==> src/hw/igpc_pkg.sv <==
// constants for the interleave gain and power control block
package igpc_pkg;
  localparam logic [7:0] ADDR_GAIN_COARSE = 8'h22;
  localparam logic [7:0] ADDR_GAIN_MEDIUM = 8'h23;
  localparam logic [7:0] ADDR_GAIN_FINE = 8'h24;
  localparam logic [7:0] ADDR_POWER_DOWN_SEL = 8'h25;
  localparam logic [7:0] ADDR_CORR_STATUS = 8'h30;
  localparam logic [7:0] ADDR_CORR_CONTROL = 8'h31;
  localparam logic [7:0] ADDR_CORR_STATIC = 8'h32;
  localparam logic [7:0] ADDR_CORR_POWER_DOWN = 8'h4a;
  localparam logic [7:0] ADDR_RMS_THR_LOW = 8'h50;
  localparam logic [7:0] ADDR_RMS_THR_HIGH = 8'h51;
  localparam logic [7:0] INDEX_CORE0 = 8'h01;
  localparam logic [7:0] INDEX_CORE1 = 8'h10;
  localparam logic [7:0] READ_ERROR_CODE = 8'had;
  localparam logic [7:0] READ_UNMAPPED = 8'h00;
  localparam logic [3:0] COARSE_RST = 4'h0;
  localparam logic [7:0] MEDIUM_RST = 8'h80;
  localparam logic [7:0] FINE_RST = 8'h80;
  localparam logic [2:0] PMODE_PIN = 3'h0;
  localparam logic [2:0] PMODE_NORMAL = 3'h1;
  localparam logic [2:0] PMODE_NAP = 3'h2;
  localparam logic [2:0] PMODE_SLEEP = 3'h4;
  localparam logic [1:0] PIN_NORMAL = 2'h0;
  localparam logic [1:0] PIN_NAP = 2'h1;
  localparam logic [1:0] PIN_SLEEP = 2'h2;
  localparam logic [5:0] CONTROL_RST = 6'h00;
  localparam logic [1:0] CORR_PD_RST = 2'h0;
  localparam logic [15:0] RMS_THR_RST = 16'h1000;
  localparam int CTRL_ON = 0;
  localparam int CTRL_FREEZE = 1;
  localparam int CTRL_NO_OFFSET = 2;
  localparam int CTRL_NO_GAIN = 3;
  localparam int CTRL_NO_SKEW = 4;
  localparam int CTRL_NOTCH = 5;
  localparam int STATIC_SKIP = 5;
  localparam int PD_ALGO = 0;
  localparam int PD_NOTCH = 1;
  localparam logic REF_CORE = 1'b0;
  localparam int CLK_PERIOD_NS = 50;
  localparam int RMS_PERIOD_NS = 1000;
  localparam int RMS_CYCLES = RMS_PERIOD_NS / CLK_PERIOD_NS;
  localparam int SETTLE_TIME_MS = 1000;
  localparam int SETTLE_CYCLES_DEF = SETTLE_TIME_MS * (1000000 / CLK_PERIOD_NS);
  localparam int SETTLE_W = 25;
  localparam int RMS_AVG_LOG2 = 4;
  typedef enum logic [1:0] {ENG_OFF, ENG_SETTLING, ENG_TRACKING} eng_state_t;
endpackage : igpc_pkg

==> src/hw/interleave_gain_power_control.sv <==
// gain, power-down and interleave correction control registers
// Summary of operation
// - coarse gain is four bits, each bit adding its own fixed weight
// - medium and fine gain are 8-bit codes, 0x80 meaning zero change
// - gain registers reset to a constant; calibration load and soft reset give the self-calibration result
// - power mode 000 follows the pin, other codes override it
// - register power mode hits the indexed core, pin mode the whole device
// - soft reset leaves the power mode register untouched
// - status bit 0 shows low rms power hold
// - status bit 1 shows low ac power; skew adjustment stops updating
// - status bit 2 is 0 while settling, 1 once settled
// - control bit 0 turns the engine on; writes accepted while running
// - control bit 1 freezes; clearing resumes from the kept state
// - control bits 2 to 4 disable offset, gain and skew adjustment
// - control bit 5 routes samples through the notch filter
// - static settings are taken only when the engine turns on
// - static bit 5 skips the initial coarse adjustment at turn-on
// - reference core gain is system gain; only the other core is trimmed
// - power-down bit 0 stops the algorithm, bit 1 the notch filter
// - 16-bit rms threshold at 0x50/0x51, reset 0x1000
// - samples squared, averaged, compared about every microsecond
// - threshold sits in bits 19..4 of the 24-bit compare value
// - rms hold stops gain and skew updates, offset keeps going
// - indexed registers act on the indexed core; no index reads error
module interleave_gain_power_control
  import igpc_pkg::*;
#(
  parameter int SETTLE_CYCLES = SETTLE_CYCLES_DEF
) (
  input wire logic mclk,
  input wire logic arst_n,
  input wire logic [7:0] reg_addr,
  input wire logic [7:0] reg_wdata,
  input wire logic reg_wr,
  input wire logic reg_rd,
  output logic [7:0] reg_rdata,
  output logic reg_rvalid,
  input wire logic [7:0] core_index,
  input wire logic soft_reset,
  input wire logic cal_load,
  input wire logic cal_core,
  input wire logic [3:0] cal_coarse,
  input wire logic [7:0] cal_medium,
  input wire logic [7:0] cal_fine,
  input wire logic [1:0] power_mode_pin,
  input wire logic [11:0] sample,
  input wire logic sample_valid,
  input wire logic ac_power_low,
  output logic [1:0][3:0] core_coarse_gain,
  output logic [1:0][7:0] core_medium_gain,
  output logic [1:0][7:0] core_fine_gain,
  output logic [1:0][2:0] core_power_mode,
  output logic engine_run,
  output logic coarse_start,
  output logic skip_coarse,
  output logic offset_update_en,
  output logic gain_update_en,
  output logic skew_update_en,
  output logic notch_en,
  output logic notch_power_down,
  output logic gain_trim_core
);
  logic rst_s1_q;
  logic rst_n;
  logic [1:0][3:0] coarse_q;
  logic [1:0][7:0] medium_q;
  logic [1:0][7:0] fine_q;
  logic [1:0][3:0] cal_coarse_q;
  logic [1:0][7:0] cal_medium_q;
  logic [1:0][7:0] cal_fine_q;
  logic [1:0][2:0] pmode_q;
  logic [1:0][2:0] pmode_d;
  logic [5:0] ctrl_q;
  logic static_skip_q;
  logic [1:0] corr_pd_q;
  logic [15:0] thr_q;
  logic idx_valid;
  logic idx_core;
  logic wr_ok;
  logic running;
  logic prev_on_q;
  logic turn_on;
  eng_state_t state_q;
  logic [SETTLE_W-1:0] settle_cnt_q;
  logic [4:0] us_cnt_q;
  logic us_tick;
  logic signed [11:0] samp_s;
  logic signed [23:0] sq_s;
  logic [27:0] acc_q;
  logic [27:0] acc_d;
  logic [RMS_AVG_LOG2-1:0] n_q;
  logic [23:0] avg_q;
  logic avg_ok_q;
  logic [23:0] thr24;
  logic hold_q;
  logic ac_low_q;
  logic settled;
  logic [7:0] rdata_d;

  // reset release through two flops
  always_ff @(posedge mclk or negedge arst_n) begin
    if (!arst_n) begin
      rst_s1_q <= 1'b0;
      rst_n <= 1'b0;
    end else begin
      rst_s1_q <= 1'b1;
      rst_n <= rst_s1_q;
    end
  end

  assign idx_valid = (core_index == INDEX_CORE0) ||
                     (core_index == INDEX_CORE1);
  assign idx_core = (core_index == INDEX_CORE1);
  // a soft reset cycle swallows a coincident write
  assign wr_ok = reg_wr && !soft_reset;

  // per-core indexed registers
  for (genvar c = 0; c < 2; c++) begin : g_core
    always_ff @(posedge mclk or negedge rst_n) begin
      if (!rst_n) begin
        coarse_q[c] <= COARSE_RST;
        medium_q[c] <= MEDIUM_RST;
        fine_q[c] <= FINE_RST;
        cal_coarse_q[c] <= COARSE_RST;
        cal_medium_q[c] <= MEDIUM_RST;
        cal_fine_q[c] <= FINE_RST;
      end else if (cal_load && cal_core == 1'(c)) begin
        cal_coarse_q[c] <= cal_coarse;
        cal_medium_q[c] <= cal_medium;
        cal_fine_q[c] <= cal_fine;
        coarse_q[c] <= cal_coarse;
        medium_q[c] <= cal_medium;
        fine_q[c] <= cal_fine;
      end else if (soft_reset) begin
        // soft reset default is the calibrated value, not the power-up one
        coarse_q[c] <= cal_coarse_q[c];
        medium_q[c] <= cal_medium_q[c];
        fine_q[c] <= cal_fine_q[c];
      end else if (wr_ok && idx_valid && idx_core == 1'(c)) begin
        if (reg_addr == ADDR_GAIN_COARSE) begin
          coarse_q[c] <= reg_wdata[3:0];
        end
        if (reg_addr == ADDR_GAIN_MEDIUM) begin
          medium_q[c] <= reg_wdata;
        end
        if (reg_addr == ADDR_GAIN_FINE) begin
          fine_q[c] <= reg_wdata;
        end
      end
    end

    // power mode ignores soft reset on purpose
    always_ff @(posedge mclk or negedge rst_n) begin
      if (!rst_n) begin
        pmode_q[c] <= PMODE_PIN;
      end else if (wr_ok && idx_valid && idx_core == 1'(c) &&
                   reg_addr == ADDR_POWER_DOWN_SEL) begin
        pmode_q[c] <= reg_wdata[2:0];
      end
    end

    always_comb begin
      pmode_d[c] = pmode_q[c];
      if (pmode_q[c] == PMODE_PIN) begin
        // pin mode is global: both cores decode the same pin
        unique case (power_mode_pin)
          PIN_NAP: pmode_d[c] = PMODE_NAP;
          PIN_SLEEP: pmode_d[c] = PMODE_SLEEP;
          PIN_NORMAL: pmode_d[c] = PMODE_NORMAL;
          default: pmode_d[c] = PMODE_NORMAL;
        endcase
      end
    end

    always_ff @(posedge mclk or negedge rst_n) begin
      if (!rst_n) begin
        core_power_mode[c] <= PMODE_NORMAL;
      end else begin
        core_power_mode[c] <= pmode_d[c];
      end
    end
  end

  assign core_coarse_gain = coarse_q;
  assign core_medium_gain = medium_q;
  assign core_fine_gain = fine_q;

  // global correction registers
  always_ff @(posedge mclk or negedge rst_n) begin
    if (!rst_n) begin
      ctrl_q <= CONTROL_RST;
      static_skip_q <= 1'b0;
      corr_pd_q <= CORR_PD_RST;
      thr_q <= RMS_THR_RST;
    end else if (soft_reset) begin
      ctrl_q <= CONTROL_RST;
      static_skip_q <= 1'b0;
      corr_pd_q <= CORR_PD_RST;
      thr_q <= RMS_THR_RST;
    end else if (wr_ok) begin
      unique case (reg_addr)
        ADDR_CORR_CONTROL: ctrl_q <= reg_wdata[5:0];
        ADDR_CORR_STATIC: static_skip_q <= reg_wdata[STATIC_SKIP];
        ADDR_CORR_POWER_DOWN: corr_pd_q <= reg_wdata[1:0];
        ADDR_RMS_THR_LOW: thr_q[7:0] <= reg_wdata;
        ADDR_RMS_THR_HIGH: thr_q[15:8] <= reg_wdata;
        default: ;
      endcase
    end
  end

  assign running = ctrl_q[CTRL_ON] && !corr_pd_q[PD_ALGO];
  assign turn_on = running && !prev_on_q;

  // static options are sampled at the turn-on edge only
  always_ff @(posedge mclk or negedge rst_n) begin
    if (!rst_n) begin
      prev_on_q <= 1'b0;
      skip_coarse <= 1'b0;
      coarse_start <= 1'b0;
    end else begin
      prev_on_q <= running;
      coarse_start <= turn_on && !static_skip_q;
      if (turn_on) begin
        skip_coarse <= static_skip_q;
      end
    end
  end

  // settling tracker; freeze stalls the count instead of restarting it
  always_ff @(posedge mclk or negedge rst_n) begin
    if (!rst_n) begin
      state_q <= ENG_OFF;
      settle_cnt_q <= '0;
    end else if (!running) begin
      state_q <= ENG_OFF;
      settle_cnt_q <= '0;
    end else begin
      unique case (state_q)
        ENG_OFF: state_q <= ENG_SETTLING;
        ENG_SETTLING: begin
          if (!ctrl_q[CTRL_FREEZE]) begin
            if (settle_cnt_q == SETTLE_W'(SETTLE_CYCLES - 1)) begin
              state_q <= ENG_TRACKING;
            end else begin
              settle_cnt_q <= settle_cnt_q + 1'b1;
            end
          end
        end
        ENG_TRACKING: state_q <= ENG_TRACKING;
      endcase
    end
  end

  assign settled = (state_q == ENG_TRACKING);

  // one-microsecond compare enable
  always_ff @(posedge mclk or negedge rst_n) begin
    if (!rst_n) begin
      us_cnt_q <= '0;
    end else if (us_cnt_q == 5'(RMS_CYCLES - 1)) begin
      us_cnt_q <= '0;
    end else begin
      us_cnt_q <= us_cnt_q + 1'b1;
    end
  end

  assign us_tick = (us_cnt_q == 5'(RMS_CYCLES - 1));

  // rms meter: fixed block of squares stands in for the dynamic average
  assign samp_s = sample;
  assign sq_s = samp_s * samp_s;
  assign acc_d = acc_q + {4'h0, sq_s};

  always_ff @(posedge mclk or negedge rst_n) begin
    if (!rst_n) begin
      acc_q <= '0;
      n_q <= '0;
      avg_q <= '0;
      avg_ok_q <= 1'b0;
    end else if (!running) begin
      acc_q <= '0;
      n_q <= '0;
      avg_ok_q <= 1'b0;
    end else if (sample_valid) begin
      n_q <= n_q + 1'b1;
      if (n_q == '1) begin
        avg_q <= acc_d[RMS_AVG_LOG2 +: 24];
        avg_ok_q <= 1'b1;
        acc_q <= '0;
      end else begin
        acc_q <= acc_d;
      end
    end
  end

  assign thr24 = {4'h0, thr_q, 4'h0};

  always_ff @(posedge mclk or negedge rst_n) begin
    if (!rst_n) begin
      hold_q <= 1'b0;
      ac_low_q <= 1'b0;
    end else begin
      ac_low_q <= running && ac_power_low;
      if (!running) begin
        hold_q <= 1'b0;
      end else if (us_tick && avg_ok_q) begin
        hold_q <= (avg_q < thr24);
      end
    end
  end

  // update enables toward the analog trims
  always_ff @(posedge mclk or negedge rst_n) begin
    if (!rst_n) begin
      engine_run <= 1'b0;
      offset_update_en <= 1'b0;
      gain_update_en <= 1'b0;
      skew_update_en <= 1'b0;
      notch_en <= 1'b0;
      notch_power_down <= 1'b0;
      gain_trim_core <= !REF_CORE;
    end else begin
      engine_run <= running && !ctrl_q[CTRL_FREEZE];
      offset_update_en <= running && !ctrl_q[CTRL_FREEZE] &&
                          !ctrl_q[CTRL_NO_OFFSET];
      gain_update_en <= running && !ctrl_q[CTRL_FREEZE] &&
                        !ctrl_q[CTRL_NO_GAIN] && !hold_q;
      skew_update_en <= running && !ctrl_q[CTRL_FREEZE] &&
                        !ctrl_q[CTRL_NO_SKEW] && !hold_q &&
                        !ac_low_q;
      notch_en <= ctrl_q[CTRL_NOTCH] && !corr_pd_q[PD_NOTCH];
      notch_power_down <= corr_pd_q[PD_NOTCH];
      gain_trim_core <= !REF_CORE;
    end
  end

  // read port, one cycle latency
  always_comb begin
    rdata_d = READ_UNMAPPED;
    unique case (reg_addr)
      ADDR_GAIN_COARSE: rdata_d = {4'h0, coarse_q[idx_core]};
      ADDR_GAIN_MEDIUM: rdata_d = medium_q[idx_core];
      ADDR_GAIN_FINE: rdata_d = fine_q[idx_core];
      ADDR_POWER_DOWN_SEL: rdata_d = {5'h00, pmode_q[idx_core]};
      ADDR_CORR_STATUS: rdata_d = {5'h00, settled, ac_low_q,
                                   hold_q};
      ADDR_CORR_CONTROL: rdata_d = {2'h0, ctrl_q};
      ADDR_CORR_STATIC: rdata_d = {2'h0, static_skip_q, 5'h00};
      ADDR_CORR_POWER_DOWN: rdata_d = {6'h00, corr_pd_q};
      ADDR_RMS_THR_LOW: rdata_d = thr_q[7:0];
      ADDR_RMS_THR_HIGH: rdata_d = thr_q[15:8];
      default: rdata_d = READ_UNMAPPED;
    endcase
    if (!idx_valid && reg_addr >= ADDR_GAIN_COARSE &&
        reg_addr <= ADDR_POWER_DOWN_SEL) begin
      rdata_d = READ_ERROR_CODE;
    end
  end

  always_ff @(posedge mclk or negedge rst_n) begin
    if (!rst_n) begin
      reg_rdata <= 8'h00;
      reg_rvalid <= 1'b0;
    end else begin
      reg_rvalid <= reg_rd;
      if (reg_rd) begin
        reg_rdata <= rdata_d;
      end
    end
  end
endmodule // interleave_gain_power_control

==> config.mk <==
export PLATFORM = sky130hd
export DESIGN_NAME = interleave_gain_power_control
export DESIGN_NICKNAME = d
export VERILOG_FILES = /design/src/hw/igpc_pkg.sv /design/src/hw/interleave_gain_power_control.sv
export SDC_FILE = /design/constraint.sdc
export NUM_CORES = 1
export LEC_CHECK = 0
export BUFFER_PORTS_ARGS = -buffer_cell sky130_fd_sc_hd__buf_2
export CAP_MARGIN = 20
export CORE_MARGIN = 3
export CORE_UTILIZATION = 55
export CTS_BUF_LIST = sky130_fd_sc_hd__clkbuf_16
export CTS_CLUSTER_SIZE = 40
export DETAILED_ROUTE_END_ITERATION = 12
export PLACE_DENSITY_LB_ADDON = 0.12
export REMOVE_ABC_BUFFERS = 1
export SLEW_MARGIN = 20
export SYNTH_ARGS = -nofsm -noshare
export SYNTH_HDL_FRONTEND = slang
export SYNTH_SLANG_ARGS = --single-unit
==> constraint.sdc <==
create_clock -name mclk -period 6.82 [get_ports mclk]
set_clock_uncertainty 0.05 [all_clocks]
set_input_delay 0.341 -clock mclk [delete_from_list [all_inputs] [get_ports mclk]]
set_output_delay 0.341 -clock mclk [all_outputs]
set_load 0.01 [all_outputs]
==> results.yml, run 1 <==
outcome:
  run_status: "finished clean"
synth:
  syn_inst: 1781
  netlist_area_sq_um: 16700
  yosysMostFrequentCell: "nand2_1"
  ys.flop_type: "dfrtp_1"
  ys_top_cells_by_area: "dfrtp_1, fa_1, ha_1"
  synth_cell_types: 74
  syn_area_per_cell_sq_um: 9.36
  yosysSeqAreaShare_pct: 33.7
  netlist.area_leader.share_pct: 32.0
  synth_top_area_cell: "dfrtp_1"
  yosys-top-cells-count: "nand2_1, inv_1, dfrtp_1"
  async_flop_share_pct: 100
  ys_ff_latch: 224
  yosys_warnings: 0
  synth_edf_count: 0
timing:
  worst_pin_slew_ns: 1.12
  max_slew_margin_pct: 25.4
  setup_slack_ns: 0.396
  setup_viol: 0
  fin_crit_sh_pct: 94.2
  fmax_ghz: 0.156
  slew_violations: 0
  holdWs_ns: 0.0249
  hold_viol: 0
  min_period_ns: 6.42
grt:
  grt_pass1_vias: 13300
  antenna_found_initial: 0
  grt_usage_pct: 24.7
  grt_max_degree: 82
  overflow: 0
  grt_pass1_wl_mm: 67.2
detailed_routing:
  wire_per_inst_um: 16.5
  postRouteAntennaNets: 0
  drt_wl_total_mm: 39.9
  firstDrtPassIters: 5
  drc_errors: 0
  first_iter_violations: 855
  vias_per_cell: 5.48
  routed-via-count: 13200
worst_setup_path:
  crit_family: "adder cells"
  cpMaxStageDelayCell: "fa_1"
  r2r_slack_ns: 3.94
  crit_buf_inv: 8
  critical_path.max_fanout: 4
  crit_required_ns: 7.15
  crit_arrival_ns: 6.75
  end_kind: "flop"
  slowest_delay_ns: 0.53
  cp-start-kind: "primary input"
  path_class: "in2reg"
finish:
  fin_util_pct: 65.2
  drive_above_1_share_pct: 17.9
  syn_to_final_growth_pct: 16.5
  n_antenna_cell: 0
  multi_input_area_sq_um: 10000
  nNetsFinal: 2302
  nFillCells: 2547
  seq_area_sq_um: 5620
power:
  vdd_drop_max_mv: 0.513
  swShare_pct: 43.4
  power_switching_mw: 4.09
  p_seq_share_pct: 15.5
  p_clk_share_pct: 13.4
  power.density_nw_per_um2: 485
  power.internal_mw: 5.34
  power_frac_comb_pct: 71.1
  leakagePower_nw: 9.77
clocking:
  cts.sinks: 224
  clk_latency_ns: 0.53
  cts_tree: "yes"
  cts_setup_buffers: 0
  clk_pin_slew_worst_paths_ns: 0.07
  cts_root_buffer: "clkbuf_16"
  numCtsBuffers: 23
  clock_path_buffers: 3
  htree_levels: 1
die:
  ios: 131
  initial_utilization_pct: 56.0
  floorplan.rows: 63
  die_w_um: 180
  die-area_sq_um: 32400
  core-area_sq_um: 29800
  fp.dieH_um: 180
run:
  drv_cap: 0
placement:
  port_buffers: 129
  pre_cts_slack_ns: -0.224
  gp_congestion: 0.878
  place_hpwl_mm: 30.5
hold_path:
  worstHoldPathType: "in2reg"
cell type report:
type                       instances  share of cell area [%]
sequential                       224                    28.9
tap                              390                    2.51
clock buffer                      23                    2.96
multi-input combinational       1276                    51.6
inverter                         216                    4.19
clock inverter                    19                   0.869
timing repair buffer             267                    8.92
per-layer routing:
metal,wire length [um],track usage [%]
met5,0,0
met1,18400,36.5
met2,18300,39.4
met4,745,4.73
met3,2420,3.98
path summary, 6_finish.rpt:
check	startpoint	end	cells after the start
min reg2reg	rst_s1_q	rst_n	0
max reg2reg	acc_q[0]	acc_q[26]	11
max	sample[1]	avg_q[20]	31
max in group asynchronous	rst_n	core_fine_gain[6]	1
min in group asynchronous	arst_n	rst_n	2
min	cal_medium[3]	cal_medium_q[3]	3
sequential cells by signal, summed over array words and instances, names as in the netlist, 2 cells and up:
signal / flops
state_q: 2
avg_q: 20
core_medium_gain: 16
thr_q: 16
us_cnt_q: 5
core_coarse_gain: 8
ctrl_q: 6
n_q: 4
cal_medium_q: 16
corr_pd_q: 2
core_power_mode: 6
cal_fine_q: 16
acc_q: 28
settle_cnt_q: 25
reg_rdata: 8
core_fine_gain: 16
pmode_q: 6
cal_coarse_q: 8
cell usage in the layout (no fill, tap or decap), types with 9 or more instances in the layout:
cell type | netlist | final
a21o_1 | 22 | 22
a21oi_1 | 107 | 107
a22o_1 | 24 | 24
a31oi_1 | 12 | 9
and2_1 | 28 | 28
and3_1 | 9 | 9
buf_2 | 7 | 129
buf_4 | 2 | 118
clkbuf_16 | 0 | 23
dfrtp_1 | 213 | 212
dfstp_2 | 11 | 11
dlygate4sd3_1 | 0 | 19
fa_1 | 120 | 120
ha_1 | 107 | 107
inv_1 | 215 | 221
mux2_2 | 44 | 44
mux2i_1 | 54 | 54
nand2_1 | 245 | 245
nand2b_1 | 12 | 12
nand3_1 | 29 | 29
nand4_1 | 14 | 14
nor2_1 | 134 | 131
nor2b_1 | 19 | 18
nor3_1 | 21 | 21
o21a_1 | 13 | 13
o21ai_0 | 73 | 71
o22ai_1 | 10 | 10
xnor2_1 | 51 | 51
xor2_1 | 30 | 30
kinds of logic (layout without fill, tap and decap cells):
| group | after synthesis | after routing | synth area share [%] |
|---|---|---|---|
| flip-flops | 224 | 224 | 33.7 |
| adder cells (fa/ha/maj) | 227 | 227 | 22.4 |
| multiplexers | 98 | 98 | 6.21 |
| XOR/XNOR | 81 | 81 | 4.25 |
| AND/OR/NAND/NOR | 549 | 549 | 14.9 |
| buffers and inverters | 282 | 525 | 6.51 |
| AO/OA/AOI/OAI | 319 | 319 | 12.0 |
| other | 1 | 2 | 0.0225 |
power groups by stage:
stage / Combinational, mW / Sequential, mW / Clock (mW)
2_1_floorplan: 4.17 / 1.50 / 0
3_3_place_gp: 6.62 / 1.48 / 0
3_5_place_dp: 6.66 / 1.48 / 0
4_1_cts: 6.74 / 1.46 / 1.29
5_1_grt: 7.59 / 1.47 / 1.35
6_report: 6.70 / 1.46 / 1.26
stage by stage:
stage	TNS, ns	area, sq um	instances	power [mW]
3_3_place_gp	-0.433	18500	2354	8.10
6_report	0	19400	2415	9.43
3_5_place_dp	-1.24	18500	2354	8.14
2_1_floorplan	0	16400	1716	5.68
4_1_cts	0	19400	2415	9.49
5_1_grt	-0.00215	19400	2415	10.4
worst reg2reg max path: stages, from the launching register on:
cell and delay (ns):
dfrtp_1 0.38, ha_1 0.21, ha_1 0.24, a211oi_1 0.40, o211ai_1 0.25, nand3_1 0.21
a31oi_2 0.15, a211oi_1 0.28, buf_4 0.17, a21oi_1 0.13, a32oi_1 0.20, o21ai_0 0.10
what timing repair did:
item | 4_1_cts | 5_1_grt
gates resized for setup | 0 | 10
endpoints found under the hold margin | 30 | 0
hold buffers | 19 | 0
endpoints found under the setup margin | 0 | 6
Note: power is estimated with default switching activity, not from simulation.
==> run 2, diff against run 1 <==
--- a/config.mk
+++ b/config.mk
@@ -12,7 +12,7 @@
 export CTS_BUF_LIST = sky130_fd_sc_hd__clkbuf_16
 export CTS_CLUSTER_SIZE = 40
 export DETAILED_ROUTE_END_ITERATION = 12
-export PLACE_DENSITY_LB_ADDON = 0.12
+export PLACE_DENSITY = 0.77
 export REMOVE_ABC_BUFFERS = 1
 export SLEW_MARGIN = 20
 export SYNTH_ARGS = -nofsm -noshare
==> run 2 against run 1 <==
Net effect:
- design area down 0.44%
- sequential share of layout area rose by 0.13 points
- largest cell class unchanged
- worst hold slack got worse by 0.010 ns
- clock-buffer cell count unchanged
- fmax shrank 1.1%
- global-route usage decreased by 0.38 points
- register-to-register slack got worse by 0.08 ns
- non-clock buffer count decreased by 15
==> results.yml, run 2 (synthesis gave the netlist of run 1 again) <==
detailed_routing:
  drc_errors: 0
  vias_per_cell: 5.59
  drt_wl_total_mm: 39.7
  postRouteAntennaNets: 0
  first_iter_violations: 759
  firstDrtPassIters: 5
  routed-via-count: 13400
  wire_per_inst_um: 16.5
timing:
  hold_viol: 0
  fmax_ghz: 0.154
  max_slew_margin_pct: 21.3
  setup_viol: 0
  worst_pin_slew_ns: 1.18
  holdWs_ns: 0.0147
  min_period_ns: 6.49
  slew_violations: 0
  fin_crit_sh_pct: 95.2
finish:
  reg_top3: "acc_q x28, settle_cnt_q x25, avg_q x20"
  n_antenna_cell: 0
  syn_to_final_growth_pct: 16.0
  nNetsFinal: 2287
  final_common_cell: "nand2_1"
  fin_cells: 2400
  final_cell_mix: "nand2_1, inv_1, dfrtp_1"
  drive_above_1_share_pct: 17.4
  regMostFlops: "acc_q"
  largest_register_ffs: 28
worst_setup_path:
  crit_buf_inv: 10
  cp-start-kind: "primary input"
  crit_required_ns: 7.21
  critical_path.max_fanout: 4
  crit_family: "adder cells"
  end_kind: "flop"
  path_class: "in2reg"
  cpMaxStageDelayCell: "fa_1"
  crit_arrival_ns: 6.89
  slowest_delay_ns: 0.54
  cp_common_cell: "inv_1"
grt:
  grt_pass1_wl_mm: 66.5
  antenna_found_initial: 0
  grt_pass1_vias: 13700
  grt_max_degree: 147
  grt_usage_pct: 24.4
  overflow: 0
clocking:
  clk_latency_ns: 0.53
  cts_setup_buffers: 0
  clk_pin_slew_worst_paths_ns: 0.06
  numCtsBuffers: 23
  clock_path_buffers: 3
  cts_root_buffer: "clkbuf_16"
  cts.sinks: 224
  htree_levels: 1
  cts_tree: "yes"
die:
  ios: 131
  initial_utilization_pct: 56.0
  core-area_sq_um: 29800
  floorplan.rows: 63
  die_w_um: 180
  die-area_sq_um: 32400
  fp.dieH_um: 180
power:
  vdd_drop_max_mv: 0.634
  leakagePower_nw: 9.70
  power.density_nw_per_um2: 471
hold_path:
  worstHoldPathType: "in2reg"
placement:
  gp_congestion: 0.891
  place_hpwl_mm: 29.9
  port_buffers: 129
  placed_cells: 2340
run:
  drv_cap: 0
outcome:
  run_status: "finished clean"
-- run 2: what timing repair did --
item,CTS,global route
hold buffers,18,0
hold endpoints to repair,24,0
gates resized for setup,0,10
endpoints found under the setup margin,0,11
-- run 2: cell type report --
class	instances	area, sq um
Tap cell	390	488
Clock buffer	23	576
Inverter	216	811
Timing Repair Buffer	252	1640
Multi-Input combinational cell	1276	10000
Fill cell	2407	10500
Clock inverter	19	179
Sequential cell	224	5620
-- run 2: where the power goes --
part / switching (mW) / internal (mW)
Clock: 0.537 / 0.733
Combinational: 3.40 / 2.98
Sequential: 0.0587 / 1.40
Total: 3.99 / 5.12
-- run 2: worst paths after layout --
| check | slack [ns] | to | startpoint | cells after the start |
|---|---|---|---|---|
| worst max-delay path | 0.33 | acc_q[24] | sample[1] | 29 |
| worst min-delay path | 0.01 | cal_fine_q[8] | cal_fine[0] | 3 |
| worst max register to register | 3.86 | acc_q[24] | acc_q[0] | 11 |
| worst min register to register | 0.30 | rst_n | rst_s1_q | 0 |
| max in group asynchronous | 4.92 | static_skip_q | rst_n | 1 |
| min in group asynchronous | 0.07 | rst_n | arst_n | 2 |
-- run 2: tightest hold or removal path, stage by stage --
cell and delay, ns:
buf_2 0.11, nand2_1 0.06, nand2_1 0.05
-- run 2: routing by layer --
metal	global-route usage, %	routed length [um]	up-vias
li1	-	-	6345
met1	33.2	16700	6580
met2	40.4	19100	410
met3	4.84	2900	77
met4	6.23	1020	0
met5	0	0	-
-- run 2: through the flow --
step	utilization (%)	total power, mW	setup slack (ns)	setup TNS (ns)	instance area (sq um)
after detailed placement	61.6	7.78	-0.323	-2.47	18400
after CTS	64.8	9.10	0.224	0	19300
after floorplan	-	5.68	0.0848	0	16400
final	64.9	9.11	0.327	0	19300
after global routing	64.9	10.0	-0.0498	-0.0778	19300
after global placement	61.6	7.66	-0.107	-0.301	18400
==> run 3, diff against run 2 <==
--- a/config.mk
+++ b/config.mk
@@ -5,14 +5,14 @@
 export SDC_FILE = /design/constraint.sdc
 export NUM_CORES = 1
 export LEC_CHECK = 0
-export BUFFER_PORTS_ARGS = -buffer_cell sky130_fd_sc_hd__buf_2
+export BUFFER_PORTS_ARGS = -buffer_cell sky130_fd_sc_hd__buf_4
 export CAP_MARGIN = 20
 export CORE_MARGIN = 3
 export CORE_UTILIZATION = 55
 export CTS_BUF_LIST = sky130_fd_sc_hd__clkbuf_16
 export CTS_CLUSTER_SIZE = 40
 export DETAILED_ROUTE_END_ITERATION = 12
-export PLACE_DENSITY = 0.77
+export PLACE_DENSITY = 0.84
 export REMOVE_ABC_BUFFERS = 1
 export SLEW_MARGIN = 20
 export SYNTH_ARGS = -nofsm -noshare
==> run 3 against run 2 <==
Net effect:
- routed wire length rose by 4.2%
- critical path type unchanged
- highest routed layer unchanged
- first-iteration DRC count is 35% higher
- combinational power rose by 3.3%
==> results.yml, run 3 (synthesis gave the netlist of run 1 again) <==
grt:
  grt_pass1_vias: 14100
  grt_usage_pct: 25.0
  grt_max_degree: 185
  antenna_found_initial: 0
  grt_pass1_wl_mm: 68.4
  overflow: 0
die:
  ios: 131
  die-area_sq_um: 32400
  core-area_sq_um: 29800
  initial_utilization_pct: 56.0
  fp.dieH_um: 180
  floorplan.rows: 63
  die_w_um: 180
finish:
  largest_register_ffs: 28
  regMostFlops: "acc_q"
  final_cell_mix: "nand2_1, buf_4, inv_1"
  reg_top3: "acc_q x28, settle_cnt_q x25, avg_q x20"
  nNetsFinal: 2288
  n_antenna_cell: 0
  syn_to_final_growth_pct: 17.9
  fin_cells: 2401
  final_common_cell: "nand2_1"
  drive_above_1_share_pct: 17.5
timing:
  min_period_ns: 6.49
  max_slew_margin_pct: 31.9
  slew_violations: 0
  worst_pin_slew_ns: 1.02
  hold_viol: 0
  setup_viol: 0
  holdWs_ns: 0.0194
  fin_crit_sh_pct: 95.1
  fmax_ghz: 0.154
power:
  power_frac_comb_pct: 70.7
  swShare_pct: 44.5
  power.density_nw_per_um2: 474
  vdd_drop_max_mv: 0.532
  power.total_mw: 9.31
  power.internal_mw: 5.17
  power_switching_mw: 4.14
  p_seq_share_pct: 15.7
  leakagePower_nw: 9.79
  p_clk_share_pct: 13.6
detailed_routing:
  routed-via-count: 13700
  dr_wl_met3_mm: 2.96
  firstDrtPassIters: 5
  wl_met2_mm: 20.1
  wire_per_inst_um: 17.2
  drt_wl_total_mm: 41.3
  vias_per_cell: 5.69
  top_layer: "met4"
  drc_errors: 0
  first_iter_violations: 1027
  postRouteAntennaNets: 0
  wl_met1_mm: 16.9
placement:
  port_buffers: 129
  placed_cells: 2339
  gp_congestion: 0.891
  place_hpwl_mm: 30.5
clocking:
  clk_pin_slew_worst_paths_ns: 0.06
  htree_levels: 1
  cts_root_buffer: "clkbuf_16"
  clk_latency_ns: 0.52
  cts_setup_buffers: 0
  cts.sinks: 224
  clock_path_buffers: 3
  cts_tree: "yes"
  numCtsBuffers: 24
worst_setup_path:
  crit_arrival_ns: 6.81
  end_kind: "flop"
  path_class: "in2reg"
  cp_common_cell: "fa_1"
  crit_required_ns: 7.14
  cp-start-kind: "primary input"
  cpMaxStageDelayCell: "fa_1"
  slowest_delay_ns: 0.55
  critical_path.max_fanout: 6
outcome:
  run_status: "finished clean"
run:
  drv_cap: 0
hold_path:
  worstHoldPathType: "in2reg"
==> run 3: what timing repair did <==
| action | 4_1_cts | 5_1_grt |
|---|---|---|
| resized for setup | 0 | 11 |
| setup endpoints to repair | 0 | 12 |
| hold endpoints to repair | 25 | 0 |
| hold buffers | 19 | 0 |
==> run 3: worst paths after layout <==
kind                       cells past startpoint     startpoint  slack (ns)                to
max                                           29     sample[11]        0.33         avg_q[21]
min                                            3  cal_medium[5]        0.02   cal_medium_q[5]
max reg2reg                                    9       acc_q[3]        3.86         avg_q[17]
min reg2reg                                    0          rst_n        0.26     cal_fine_q[6]
max in group asynchronous                      1          rst_n        5.12  settle_cnt_q[22]
min in group asynchronous                      2         arst_n        0.08             rst_n
==> run 3: per-layer routing <==
| layer | up-vias | GRT usage (%) |
|---|---|---|
| met1 | 6718 | 32.8 |
| met2 | 467 | 42.6 |
| met3 | 116 | 4.66 |
| li1 | 6358 | - |
| met4 | 0 | 7.65 |
| met5 | - | 0 |
==> run 3: stage by stage <==
| stage | setup TNS [ns] | setup WS [ns] | util [%] | cell area [sq um] |
|---|---|---|---|---|
| 6_report | 0 | 0.331 | 66.0 | 19700 |
| 5_1_grt | -0.00818 | -0.00802 | 66.0 | 19700 |
| 4_1_cts | 0 | 0.192 | 65.8 | 19600 |
| 3_5_place_dp | -2.61 | -0.317 | 62.7 | 18700 |
| 3_3_place_gp | -0.649 | -0.101 | 62.7 | 18700 |
| 2_1_floorplan | 0 | 0.0848 | - | 16400 |
==> run 3: critical path, delay by kind of cell <==
family / cells / cell delay (ns)
xor+xnor: 2 / 0.34
fa+ha+maj: 7 / 3.22
simple gates: 3 / 0.27
buf+inv: 8 / 0.73
compound gates: 9 / 1.89
==> run 3: power groups by stage <==
stage | Sequential [mW] | Combinational (mW) | Clock, mW
global route | 1.47 | 7.37 | 1.33
global placement | 1.48 | 6.20 | 0
finish | 1.46 | 6.59 | 1.26
CTS | 1.46 | 6.49 | 1.27
detailed placement | 1.48 | 6.41 | 0
floorplan | 1.50 | 4.17 | 0
==> run 3: area by class of cell <==
cell class              instances  area (sq um)
fillers                      2230         10100
multi-input cells            1276         10000
flip-flops and latches        224          5620
repair buffers                252          1950
inverters                     216           811
clock buffers                  24           601
well taps                     390           488
clock inverters                19           155
